$ cat src/loop_ctrl_defines.svh
// Register offsets, field positions and reset values of the loop state controller
// Behaviour
// - Controller moves between references and holdover automatically from monitored validity.
// - On each state change, apply profile coefficients, dividers and offsets of the reference.
// - Software forces holdover or free-run through the loop mode register.
// - Software can force one reference, overriding the automatic choice.
// - Reference switch runs as a brief holdover then immediate recovery.
// - Lock detector outputs freeze at prior values during switchover.
// - Holdover runs open loop with a constant tuning word.
// - With history present, holdover uses the latest averaged history word.
// - No history and fallback clear: holdover uses the free-run tuning word.
// - No history and fallback set: holdover keeps the last instantaneous word.
// - In holdover, a valid reference brings the loop back closed and locked.
// - Recovery restores loop parameters step by step from the active profile.
// - User holdover bit keeps the loop in holdover despite a valid reference.
// - Clearing the user holdover bit resumes automatic recovery.
// - Holdover tuning word keeps full 48-bit resolution.
// - Free-run tuning word comes from the free-run tuning word register.
// - Closed loop takes the tuning word from the loop filter output.
// - Tuning word always stays between the upper and lower clamp limits.
`ifndef LOOP_CTRL_DEFINES_SVH
`define LOOP_CTRL_DEFINES_SVH

`define FTW_LO_ADDR 14'h0C00
`define FTW_HI_ADDR 14'h0C04
`define HIST_MODE_ADDR 14'h0C6C
`define LOOP_MODE_ADDR 14'h2804
`define CLAMP_LO_ADDR 14'h0010
`define CLAMP_HI_ADDR 14'h0014
`define STATUS_ADDR 14'h0018
`define FTW_REG_IDX 12'h300
`define HIST_MODE_REG_IDX 12'h31B
`define LOOP_MODE_REG_IDX 12'hA01
`define HIST_FALLBACK_BIT 4
`define USER_HOLDOVER_BIT 6
`define USER_FREERUN_BIT 5
`define FORCE_REF_EN_BIT 2
`define FORCE_REF_SEL_LSB 0
`define FTW_RESET 48'h0000_0000_0000
`define CLAMP_LO_RESET 24'h00_0000
`define CLAMP_HI_RESET 24'hFF_FFFF
`define RECOVER_STEPS 2'h3

`endif

$ cat src/loop_ctrl_pkg.sv
// Types shared by the loop state controller
package loop_ctrl_pkg;
  typedef enum logic [2:0] {
    ST_FREE = 3'h0,
    ST_CLOSED = 3'h1,
    ST_HOLD = 3'h3,
    ST_SWITCH = 3'h2,
    ST_RECOVER = 3'h6
  } loop_state_type;

  typedef struct packed {
    logic paddr_sel;
    logic [13:0] paddr;
    logic pwrite;
    logic [31:0] pwdata;
  } apb_req_type;

  typedef struct packed {
    logic [1:0] sel;
    logic [1:0] step;
    logic load;
  } profile_cmd_type;
endpackage : loop_ctrl_pkg

$ cat src/dpll_loop_state_controller.sv
// Loop control state machine with APB register access
//
// Implementation choice: the APB slave port.
`timescale 1ns/1ns
`include "loop_ctrl_defines.svh"
module dpll_loop_state_controller (
  // Clock and reset
  input wire logic CORE_CLK,
  input wire logic RST,
  // APB slave
  input wire logic PSEL,
  input wire logic PENABLE,
  input wire logic PWRITE,
  // Byte address; the loop mode word sits above the 12-bit range
  input wire logic [13:0] PADDR,
  input wire logic [31:0] PWDATA,
  output logic [31:0] PRDATA,
  output logic PREADY,
  output logic PSLVERR,
  // Reference monitors and automatic selection
  input wire logic [3:0] REF_VALID,
  input wire logic [1:0] AUTO_REF,
  // Loop filter, history and lock detectors
  input wire logic [47:0] LOOP_FTW,
  input wire logic [47:0] HIST_FTW,
  input wire logic HIST_EXISTS,
  input wire logic PHASE_LOCK_IN,
  input wire logic FREQ_LOCK_IN,
  // DDS and loop control
  output logic [47:0] DDS_FTW,
  output logic LOOP_OPEN,
  output logic [1:0] ACTIVE_REF,
  output logic PROFILE_LOAD,
  output logic [1:0] PROFILE_STEP,
  output logic PHASE_LOCK,
  output logic FREQ_LOCK,
  output logic [2:0] LOOP_STATE
);
  loop_ctrl_pkg::loop_state_type state;
  loop_ctrl_pkg::loop_state_type next_state;
  loop_ctrl_pkg::profile_cmd_type prof;
  logic [47:0] free_run_tuning_word;
  logic [7:0] history_mode;
  logic [7:0] loop_mode;
  logic [23:0] clamp_lo;
  logic [23:0] clamp_hi;
  logic [47:0] hold_ftw;
  logic [47:0] raw_ftw;
  logic [47:0] lim_lo;
  logic [47:0] lim_hi;
  logic [1:0] sel_ref;
  logic [1:0] step_cnt;
  logic sel_valid;
  logic user_hold;
  logic user_free;
  logic wr_en;
  logic rd_en;

  // Address decode used by both write and read paths
  function automatic logic mapped(input logic [13:0] a);
    mapped = (a == `FTW_LO_ADDR) || (a == `FTW_HI_ADDR) || (a == `HIST_MODE_ADDR)
      || (a == `LOOP_MODE_ADDR) || (a == `CLAMP_LO_ADDR) || (a == `CLAMP_HI_ADDR)
      || (a == `STATUS_ADDR);
  endfunction : mapped

  assign wr_en = PSEL && PENABLE && PWRITE && mapped(PADDR);
  assign rd_en = PSEL && !PENABLE && !PWRITE;

  assign user_hold = loop_mode[`USER_HOLDOVER_BIT];
  assign user_free = loop_mode[`USER_FREERUN_BIT];

  assign sel_ref = loop_mode[`FORCE_REF_EN_BIT] ? loop_mode[`FORCE_REF_SEL_LSB +: 2] : AUTO_REF;
  assign sel_valid = REF_VALID[sel_ref];

  // Register writes; one wait-free access phase
  always_ff @(posedge CORE_CLK) begin
    if (RST) begin
      free_run_tuning_word <= `FTW_RESET;
      history_mode <= 8'h00;
      loop_mode <= 8'h00;
      clamp_lo <= `CLAMP_LO_RESET;
      clamp_hi <= `CLAMP_HI_RESET;
    end else if (wr_en) begin
      unique case (PADDR)
        `FTW_LO_ADDR: free_run_tuning_word[31:0] <= PWDATA;
        `FTW_HI_ADDR: free_run_tuning_word[47:32] <= PWDATA[15:0];
        `HIST_MODE_ADDR: history_mode <= PWDATA[7:0];
        `LOOP_MODE_ADDR: loop_mode <= PWDATA[7:0];
        `CLAMP_LO_ADDR: clamp_lo <= PWDATA[23:0];
        `CLAMP_HI_ADDR: clamp_hi <= PWDATA[23:0];
        default: ;
      endcase
    end
  end

  // Read data is captured in setup so it is registered during access
  always_ff @(posedge CORE_CLK) begin
    if (RST) begin
      PRDATA <= 32'h0000_0000;
      PSLVERR <= 1'b0;
      PREADY <= 1'b0;
    end else begin
      PREADY <= PSEL && !PENABLE;
      PSLVERR <= PSEL && !PENABLE && !mapped(PADDR);
      if (rd_en) begin
        unique case (PADDR)
          `FTW_LO_ADDR: PRDATA <= free_run_tuning_word[31:0];
          `FTW_HI_ADDR: PRDATA <= {16'h0000, free_run_tuning_word[47:32]};
          `HIST_MODE_ADDR: PRDATA <= {24'h00_0000, history_mode};
          `LOOP_MODE_ADDR: PRDATA <= {24'h00_0000, loop_mode};
          `CLAMP_LO_ADDR: PRDATA <= {8'h00, clamp_lo};
          `CLAMP_HI_ADDR: PRDATA <= {8'h00, clamp_hi};
          `STATUS_ADDR: PRDATA <= {25'h000_0000, ACTIVE_REF, 2'h0, LOOP_STATE};
          default: PRDATA <= 32'h0000_0000;
        endcase
      end
    end
  end

  always_comb begin
    next_state = state;
    unique case (state)
      loop_ctrl_pkg::ST_FREE: begin
        if (!user_free && !user_hold && sel_valid) begin
          next_state = loop_ctrl_pkg::ST_RECOVER;
        end else if (!user_free && user_hold) begin
          next_state = loop_ctrl_pkg::ST_HOLD;
        end
      end
      loop_ctrl_pkg::ST_CLOSED: begin
        if (user_free) begin
          next_state = loop_ctrl_pkg::ST_FREE;
        end else if (user_hold || !REF_VALID[ACTIVE_REF]) begin
          next_state = loop_ctrl_pkg::ST_HOLD;
        end else if (sel_ref != ACTIVE_REF && sel_valid) begin
          next_state = loop_ctrl_pkg::ST_SWITCH;
        end
      end
      loop_ctrl_pkg::ST_HOLD: begin
        if (user_free) begin
          next_state = loop_ctrl_pkg::ST_FREE;
        end else if (!user_hold && sel_valid) begin
          next_state = loop_ctrl_pkg::ST_RECOVER;
        end
      end
      loop_ctrl_pkg::ST_SWITCH: next_state = loop_ctrl_pkg::ST_RECOVER;
      loop_ctrl_pkg::ST_RECOVER: begin
        if (user_free) begin
          next_state = loop_ctrl_pkg::ST_FREE;
        end else if (user_hold || !sel_valid) begin
          next_state = loop_ctrl_pkg::ST_HOLD;
        end else if (step_cnt == `RECOVER_STEPS) begin
          next_state = loop_ctrl_pkg::ST_CLOSED;
        end
      end
      default: next_state = loop_ctrl_pkg::ST_FREE;
    endcase
  end

  always_ff @(posedge CORE_CLK) begin
    if (RST) begin
      state <= loop_ctrl_pkg::ST_FREE;
    end else begin
      state <= next_state;
    end
  end

  always_ff @(posedge CORE_CLK) begin
    if (RST) begin
      step_cnt <= 2'h0;
    end else if (state == loop_ctrl_pkg::ST_RECOVER && step_cnt != `RECOVER_STEPS) begin
      step_cnt <= step_cnt + 2'h1;
    end else if (state != loop_ctrl_pkg::ST_RECOVER) begin
      step_cnt <= 2'h0;
    end
  end

  // profile load on each state change
  always_ff @(posedge CORE_CLK) begin
    if (RST) begin
      ACTIVE_REF <= 2'h0;
      PROFILE_LOAD <= 1'b0;
      PROFILE_STEP <= 2'h0;
      prof <= '0;
    end else begin
      prof.load <= next_state != state || state == loop_ctrl_pkg::ST_RECOVER;
      prof.step <= step_cnt;
      prof.sel <= sel_ref;
      PROFILE_LOAD <= next_state != state || state == loop_ctrl_pkg::ST_RECOVER;
      PROFILE_STEP <= step_cnt;
      if (next_state == loop_ctrl_pkg::ST_RECOVER && state != loop_ctrl_pkg::ST_RECOVER) begin
        ACTIVE_REF <= sel_ref;
      end
    end
  end

  // holdover word captured at entry, full width
  always_ff @(posedge CORE_CLK) begin
    if (RST) begin
      hold_ftw <= `FTW_RESET;
    end else if ((next_state == loop_ctrl_pkg::ST_HOLD || next_state == loop_ctrl_pkg::ST_SWITCH)
        && state != loop_ctrl_pkg::ST_HOLD && state != loop_ctrl_pkg::ST_SWITCH) begin
      if (HIST_EXISTS) begin
        hold_ftw <= HIST_FTW;
      end else if (history_mode[`HIST_FALLBACK_BIT]) begin
        hold_ftw <= DDS_FTW;
      end else begin
        hold_ftw <= free_run_tuning_word;
      end
    end
  end

  always_comb begin
    unique case (state)
      loop_ctrl_pkg::ST_FREE: raw_ftw = free_run_tuning_word;
      loop_ctrl_pkg::ST_HOLD, loop_ctrl_pkg::ST_SWITCH: raw_ftw = hold_ftw;
      default: raw_ftw = LOOP_FTW;
    endcase
  end

  // Clamp limits have 24-bit granularity on the top of the word
  assign lim_lo = {clamp_lo, 24'h00_0000};
  assign lim_hi = {clamp_hi, 24'hFF_FFFF};

  always_ff @(posedge CORE_CLK) begin
    if (RST) begin
      DDS_FTW <= `FTW_RESET;
      LOOP_OPEN <= 1'b1;
      LOOP_STATE <= 3'h0;
    end else begin
      if (raw_ftw < lim_lo) begin
        DDS_FTW <= lim_lo;
      end else if (raw_ftw > lim_hi) begin
        DDS_FTW <= lim_hi;
      end else begin
        DDS_FTW <= raw_ftw;
      end
      LOOP_OPEN <= state == loop_ctrl_pkg::ST_FREE || state == loop_ctrl_pkg::ST_HOLD
        || state == loop_ctrl_pkg::ST_SWITCH;
      LOOP_STATE <= state;
    end
  end

  // hold lock flags through a switchover
  always_ff @(posedge CORE_CLK) begin
    if (RST) begin
      PHASE_LOCK <= 1'b0;
      FREQ_LOCK <= 1'b0;
    end else if (state != loop_ctrl_pkg::ST_SWITCH
        && !(state == loop_ctrl_pkg::ST_RECOVER && prof.sel != ACTIVE_REF)) begin
      PHASE_LOCK <= PHASE_LOCK_IN;
      FREQ_LOCK <= FREQ_LOCK_IN;
    end
  end
endmodule : dpll_loop_state_controller

$ cat config.mk
export PLATFORM = sky130hd
export DESIGN_NAME = dpll_loop_state_controller
export DESIGN_NICKNAME = d
export VERILOG_FILES = /design/src/loop_ctrl_pkg.sv /design/src/dpll_loop_state_controller.sv
export VERILOG_INCLUDE_DIRS = /design/src
export SDC_FILE = /design/constraint.sdc
export NUM_CORES = 1
export LEC_CHECK = 0
export ABC_AREA = 1
export BUFFER_PORTS_ARGS = -buffer_cell sky130_fd_sc_hd__buf_2
export CORE_ASPECT_RATIO = 1.1
export CORE_MARGIN = 1
export CORE_UTILIZATION = 36
export DETAILED_ROUTE_END_ITERATION = 7
export PLACE_DENSITY = 0.64
export SETUP_SLACK_MARGIN = 0.5
export SYNTH_ARGS = -nofsm -noshare
export SYNTH_HDL_FRONTEND = slang
export SYNTH_SLANG_ARGS = --single-unit
$ cat constraint.sdc
create_clock -name CORE_CLK -period 4.2 [get_ports CORE_CLK]
set_clock_uncertainty 0.1 [all_clocks]
set_input_delay 0.21 -clock CORE_CLK [delete_from_list [all_inputs] [get_ports CORE_CLK]]
set_output_delay 0.21 -clock CORE_CLK [all_outputs]
set_load 0.05 [all_outputs]
==> flow_summary.yaml <==
outcome:
  status: "finished, final reports clean"
route:
  drt-initial-drc-count: 1591
  firstDrtPassIters: 6
  wire_per_inst_microns: 19.56
  wl_mm: 54.75
  via_count: 15050
  post_drt_via_cell_ratio: 5.376
  ant_nets: 0
  drc_errors: 0
finish:
  final_design_area_no_fill_sq_mm: 0.01721
  antenna_cells: 0
  final_cell_count_no_fill: 2799
  fin_util: 0.4711
  final_common_cell: "nand2_1"
  drive_gt1_frac: 0.1592
  layout.nets: 2494
  mostFrequentLayoutCells: "446 x nand2_1, 309 x a21oi_1, 257 x dfxtp_1"
  areaGrowthSynthToFinish_pct: 27.83
synth:
  synthesis.nets: 2200
  synth_xor_area_frac: 0.002602
  synth_top_family_by_area: "simple AND/OR/NAND/NOR gates"
  ys.flop_type: "dfxtp_1"
  synth-compound-area-share: 0.2322
  synthMuxAreaShare: 0
  ys_ff_latch: 260
  ys.warnings.count: 0
  synth_top_cell_area_share: 0.3866
  postSynth.asyncResetShare: 0
  synth_top_cell_by_area: "dfxtp_1"
  synth_edf_count: 0
  synth.distinct_cells: 38
  yosysSeqAreaShare: 0.3866
  synth_cells: 1996
  avgSynthCellArea_sq_um: 6.745
  synthAdderAreaFrac: 0.04461
  yosys.area_share.simple: 0.2469
  synth.area.top_cells: "dfxtp_1 39%, nand2_1 12%, a21oi_1 11%"
  synth_area_sq_mm: 0.01346
clock_tree:
  clock_path_buffers: 3
  cts_tree: "done"
  cts_sinks: 260
  htreeDepth: 1
  clk_latency_ns: 0.56
  clock-root-buffer: "clkbuf_16"
  cts_made_buffers: 29
  clk_pin_slew_ns: 0.06
power:
  power.internal_mw: 5.116
  power.density_mw_per_mm2: 481.9
  power_leakage_nw: 7.767
  clockPowerShare: 0.306
  total_power_mw: 8.293
  p_sw_frac: 0.3831
  pwr-share-comb: 0.341
  seq_power_share: 0.353
  p_sw_mw: 3.177
  vdd_ir_drop_max_uv: 291.1
worst_setup_path:
  worst_ep_arrival_time_ns: 3.82
  crit_path_frequent_cell: "nand2_1"
  critical_path.slowest_cell: "dfxtp_2"
  cp_num_buf_inv: 4
  max_stage_delay_ns: 0.38
  path_class: "reg -> reg"
  reg2reg_depth: 18
  path_delay_family: "simple AND/OR/NAND/NOR gates"
  cp_num_cells: 18
  crit_chain: "inv_2 > nand3_1 > nand2_1 > buf_8 > buf_8 > nand2_1 > nand3_1 > ha_1 > nand2_1 > nor2_1 > a21boi_0 > o21ai_1 > o211ai_1 > buf_4 > nand3_1 > nand2_1 > nand2_1 > a21oi_1"
  path_max_fanout: 28
  cp-end-kind: "register"
  required_ns: 4.58
  crit_path_start_kind: "register"
timing:
  fin_ws_ns: 0.7524
  slew_viol_final: 0
  finalSetupTns_ns: 0
  hold_slack_ns: 0.03161
  hold_viol: 0
  setup_viol: 0
  rsz0062_at_grt: "false"
  relSlewSlack: 0.2630
  fmax_ghz: 0.2901
  finalCritPeriodShare: 0.8209
  worst_pin_slew_ns: 1.095
  period_needed_ns: 3.448
grt:
  use_met3: 0.04746
  use_met2: 0.4536
  grt_max_degree: 101
  grt_pass1_vias: 13840
  grt-busiest-layer: "met2"
  use_met1: 0.3700
  grt_pass1_wl_mm: 82.06
  grt_overflow_total: 0
  antenna_found_initial: 0
  grt_usage: 0.2767
job:
  cap_violations: 0
floorplan:
  fp-row-count: 73
  start_util: 0.3685
  fp.dieW_microns: 186.4
  fp.dieH_microns: 204.8
  io-pin-count: 249
  die_area_sq_mm: 0.03818
  coreArea_sq_mm: 0.03654
placed_design:
  dp_hpwl_mm: 39.03
  routabilityCongestion: 0.9245
  placed_cells: 2632
  dp_slack_ns: 0.2868
  placed_area_sq_mm: 0.01505
  port_buffers: 248
min_path:
  hold_class: "in -> reg"
  min_path_cells: 5
-- synthesized netlist by cell type, types with 2 or more instances --
library cell,count
o22ai_1,29
buf_2,34
nor4_1,2
o21ai_1,21
o221ai_1,2
o21ai_0,142
a21oi_1,309
buf_1,3
o21a_1,2
clkbuf_1,89
nand3_1,136
xnor2_1,2
xor2_1,2
inv_2,7
o21ai_2,2
buf_6,2
o211ai_1,43
nor2_1,202
dfxtp_1,260
nand2_2,7
nor3_2,3
ha_1,48
nand2_1,447
nand4_1,6
inv_1,151
nor2_2,2
nor3_1,4
a211oi_1,26
buf_4,4
-- what timing repair did --
action	4_1_cts	5_1_grt
hold buffers	108	0
pin swaps	0	2
gates resized for setup	3	12
endpoints found under the hold margin	187	0
setup buffers	0	5
gates cloned	0	1
endpoints found under the setup margin	47	48
-- routing by layer --
metal,wire length [microns],vias up,share of wire
met2,24570,677,0.45
met1,24080,7005,0.44
met4,1426,0,0.026
met3,4675,89,0.085
met5,0,-,0
li1,-,7277,-
-- worst register-to-register path, cell delays in order, from the launching register on --
cell and delay (ns):
dfxtp_2 0.38, inv_2 0.10, nand3_1 0.17, nand2_1 0.12, buf_8 0.19, buf_8 0.21, nand2_1 0.10, nand3_1 0.15
ha_1 0.33, nand2_1 0.06, nor2_1 0.16, a21boi_0 0.23, o21ai_1 0.12, o211ai_1 0.15, buf_4 0.38, nand3_1 0.13
nand2_1 0.09, nand2_1 0.05, a21oi_1 0.16
-- worst paths after layout --
path / startpoint / endpoint / slack, ns
worst max-delay path: state[2]$_SDFF_PP0_ / DDS_FTW[26]$_SDFF_PP0_ / 0.75
worst min-delay path: LOOP_FTW[23] / DDS_FTW[23]$_SDFF_PP0_ / 0.03
worst max register to register: state[2]$_SDFF_PP0_ / DDS_FTW[26]$_SDFF_PP0_ / 0.75
worst min register to register: history_mode[1]$_SDFFE_PP0P_ / history_mode[1]$_SDFFE_PP0P_ / 0.36
-- power groups by stage --
stage	registers [mW]	clock network [mW]	logic [mW]
2_1_floorplan	3.29	0	1.56
3_3_place_gp	2.98	0	2.63
3_5_place_dp	2.97	0	2.66
4_1_cts	2.92	2.58	2.75
5_1_grt	2.95	2.68	3.08
6_report	2.93	2.54	2.83
-- area by class of cell --
cell class	count	area [sq um]
Clock buffer	39	813.3
Clock inverter	14	127.6
Fill cell	3657	19320
Inverter	160	605.6
Multi-Input combinational cell	1444	7123
Sequential cell	260	5209
Tap cell	487	609.3
Timing Repair Buffer	395	2723
-- cells by family after synthesis --
family                     count (synthesis)
xor gates and xnor gates                   4
buffers and inverters                    292
DFF                                      260
and+or+nand+nor                          814
adders and majority gates                 48
AOI/OAI and AO/OA                        578
-- flip-flops by register name, indices dropped and copies added, names as in the netlist, 3 cells and up --
signal and cells:
DDS_FTW 48, LOOP_STATE 3, PRDATA 32, clamp_hi 24, clamp_lo 24, free_run_tuning_word 48
history_mode 8, hold_ftw 48, loop_mode 8, state 3
Note: power is estimated with default switching activity, not from simulation.
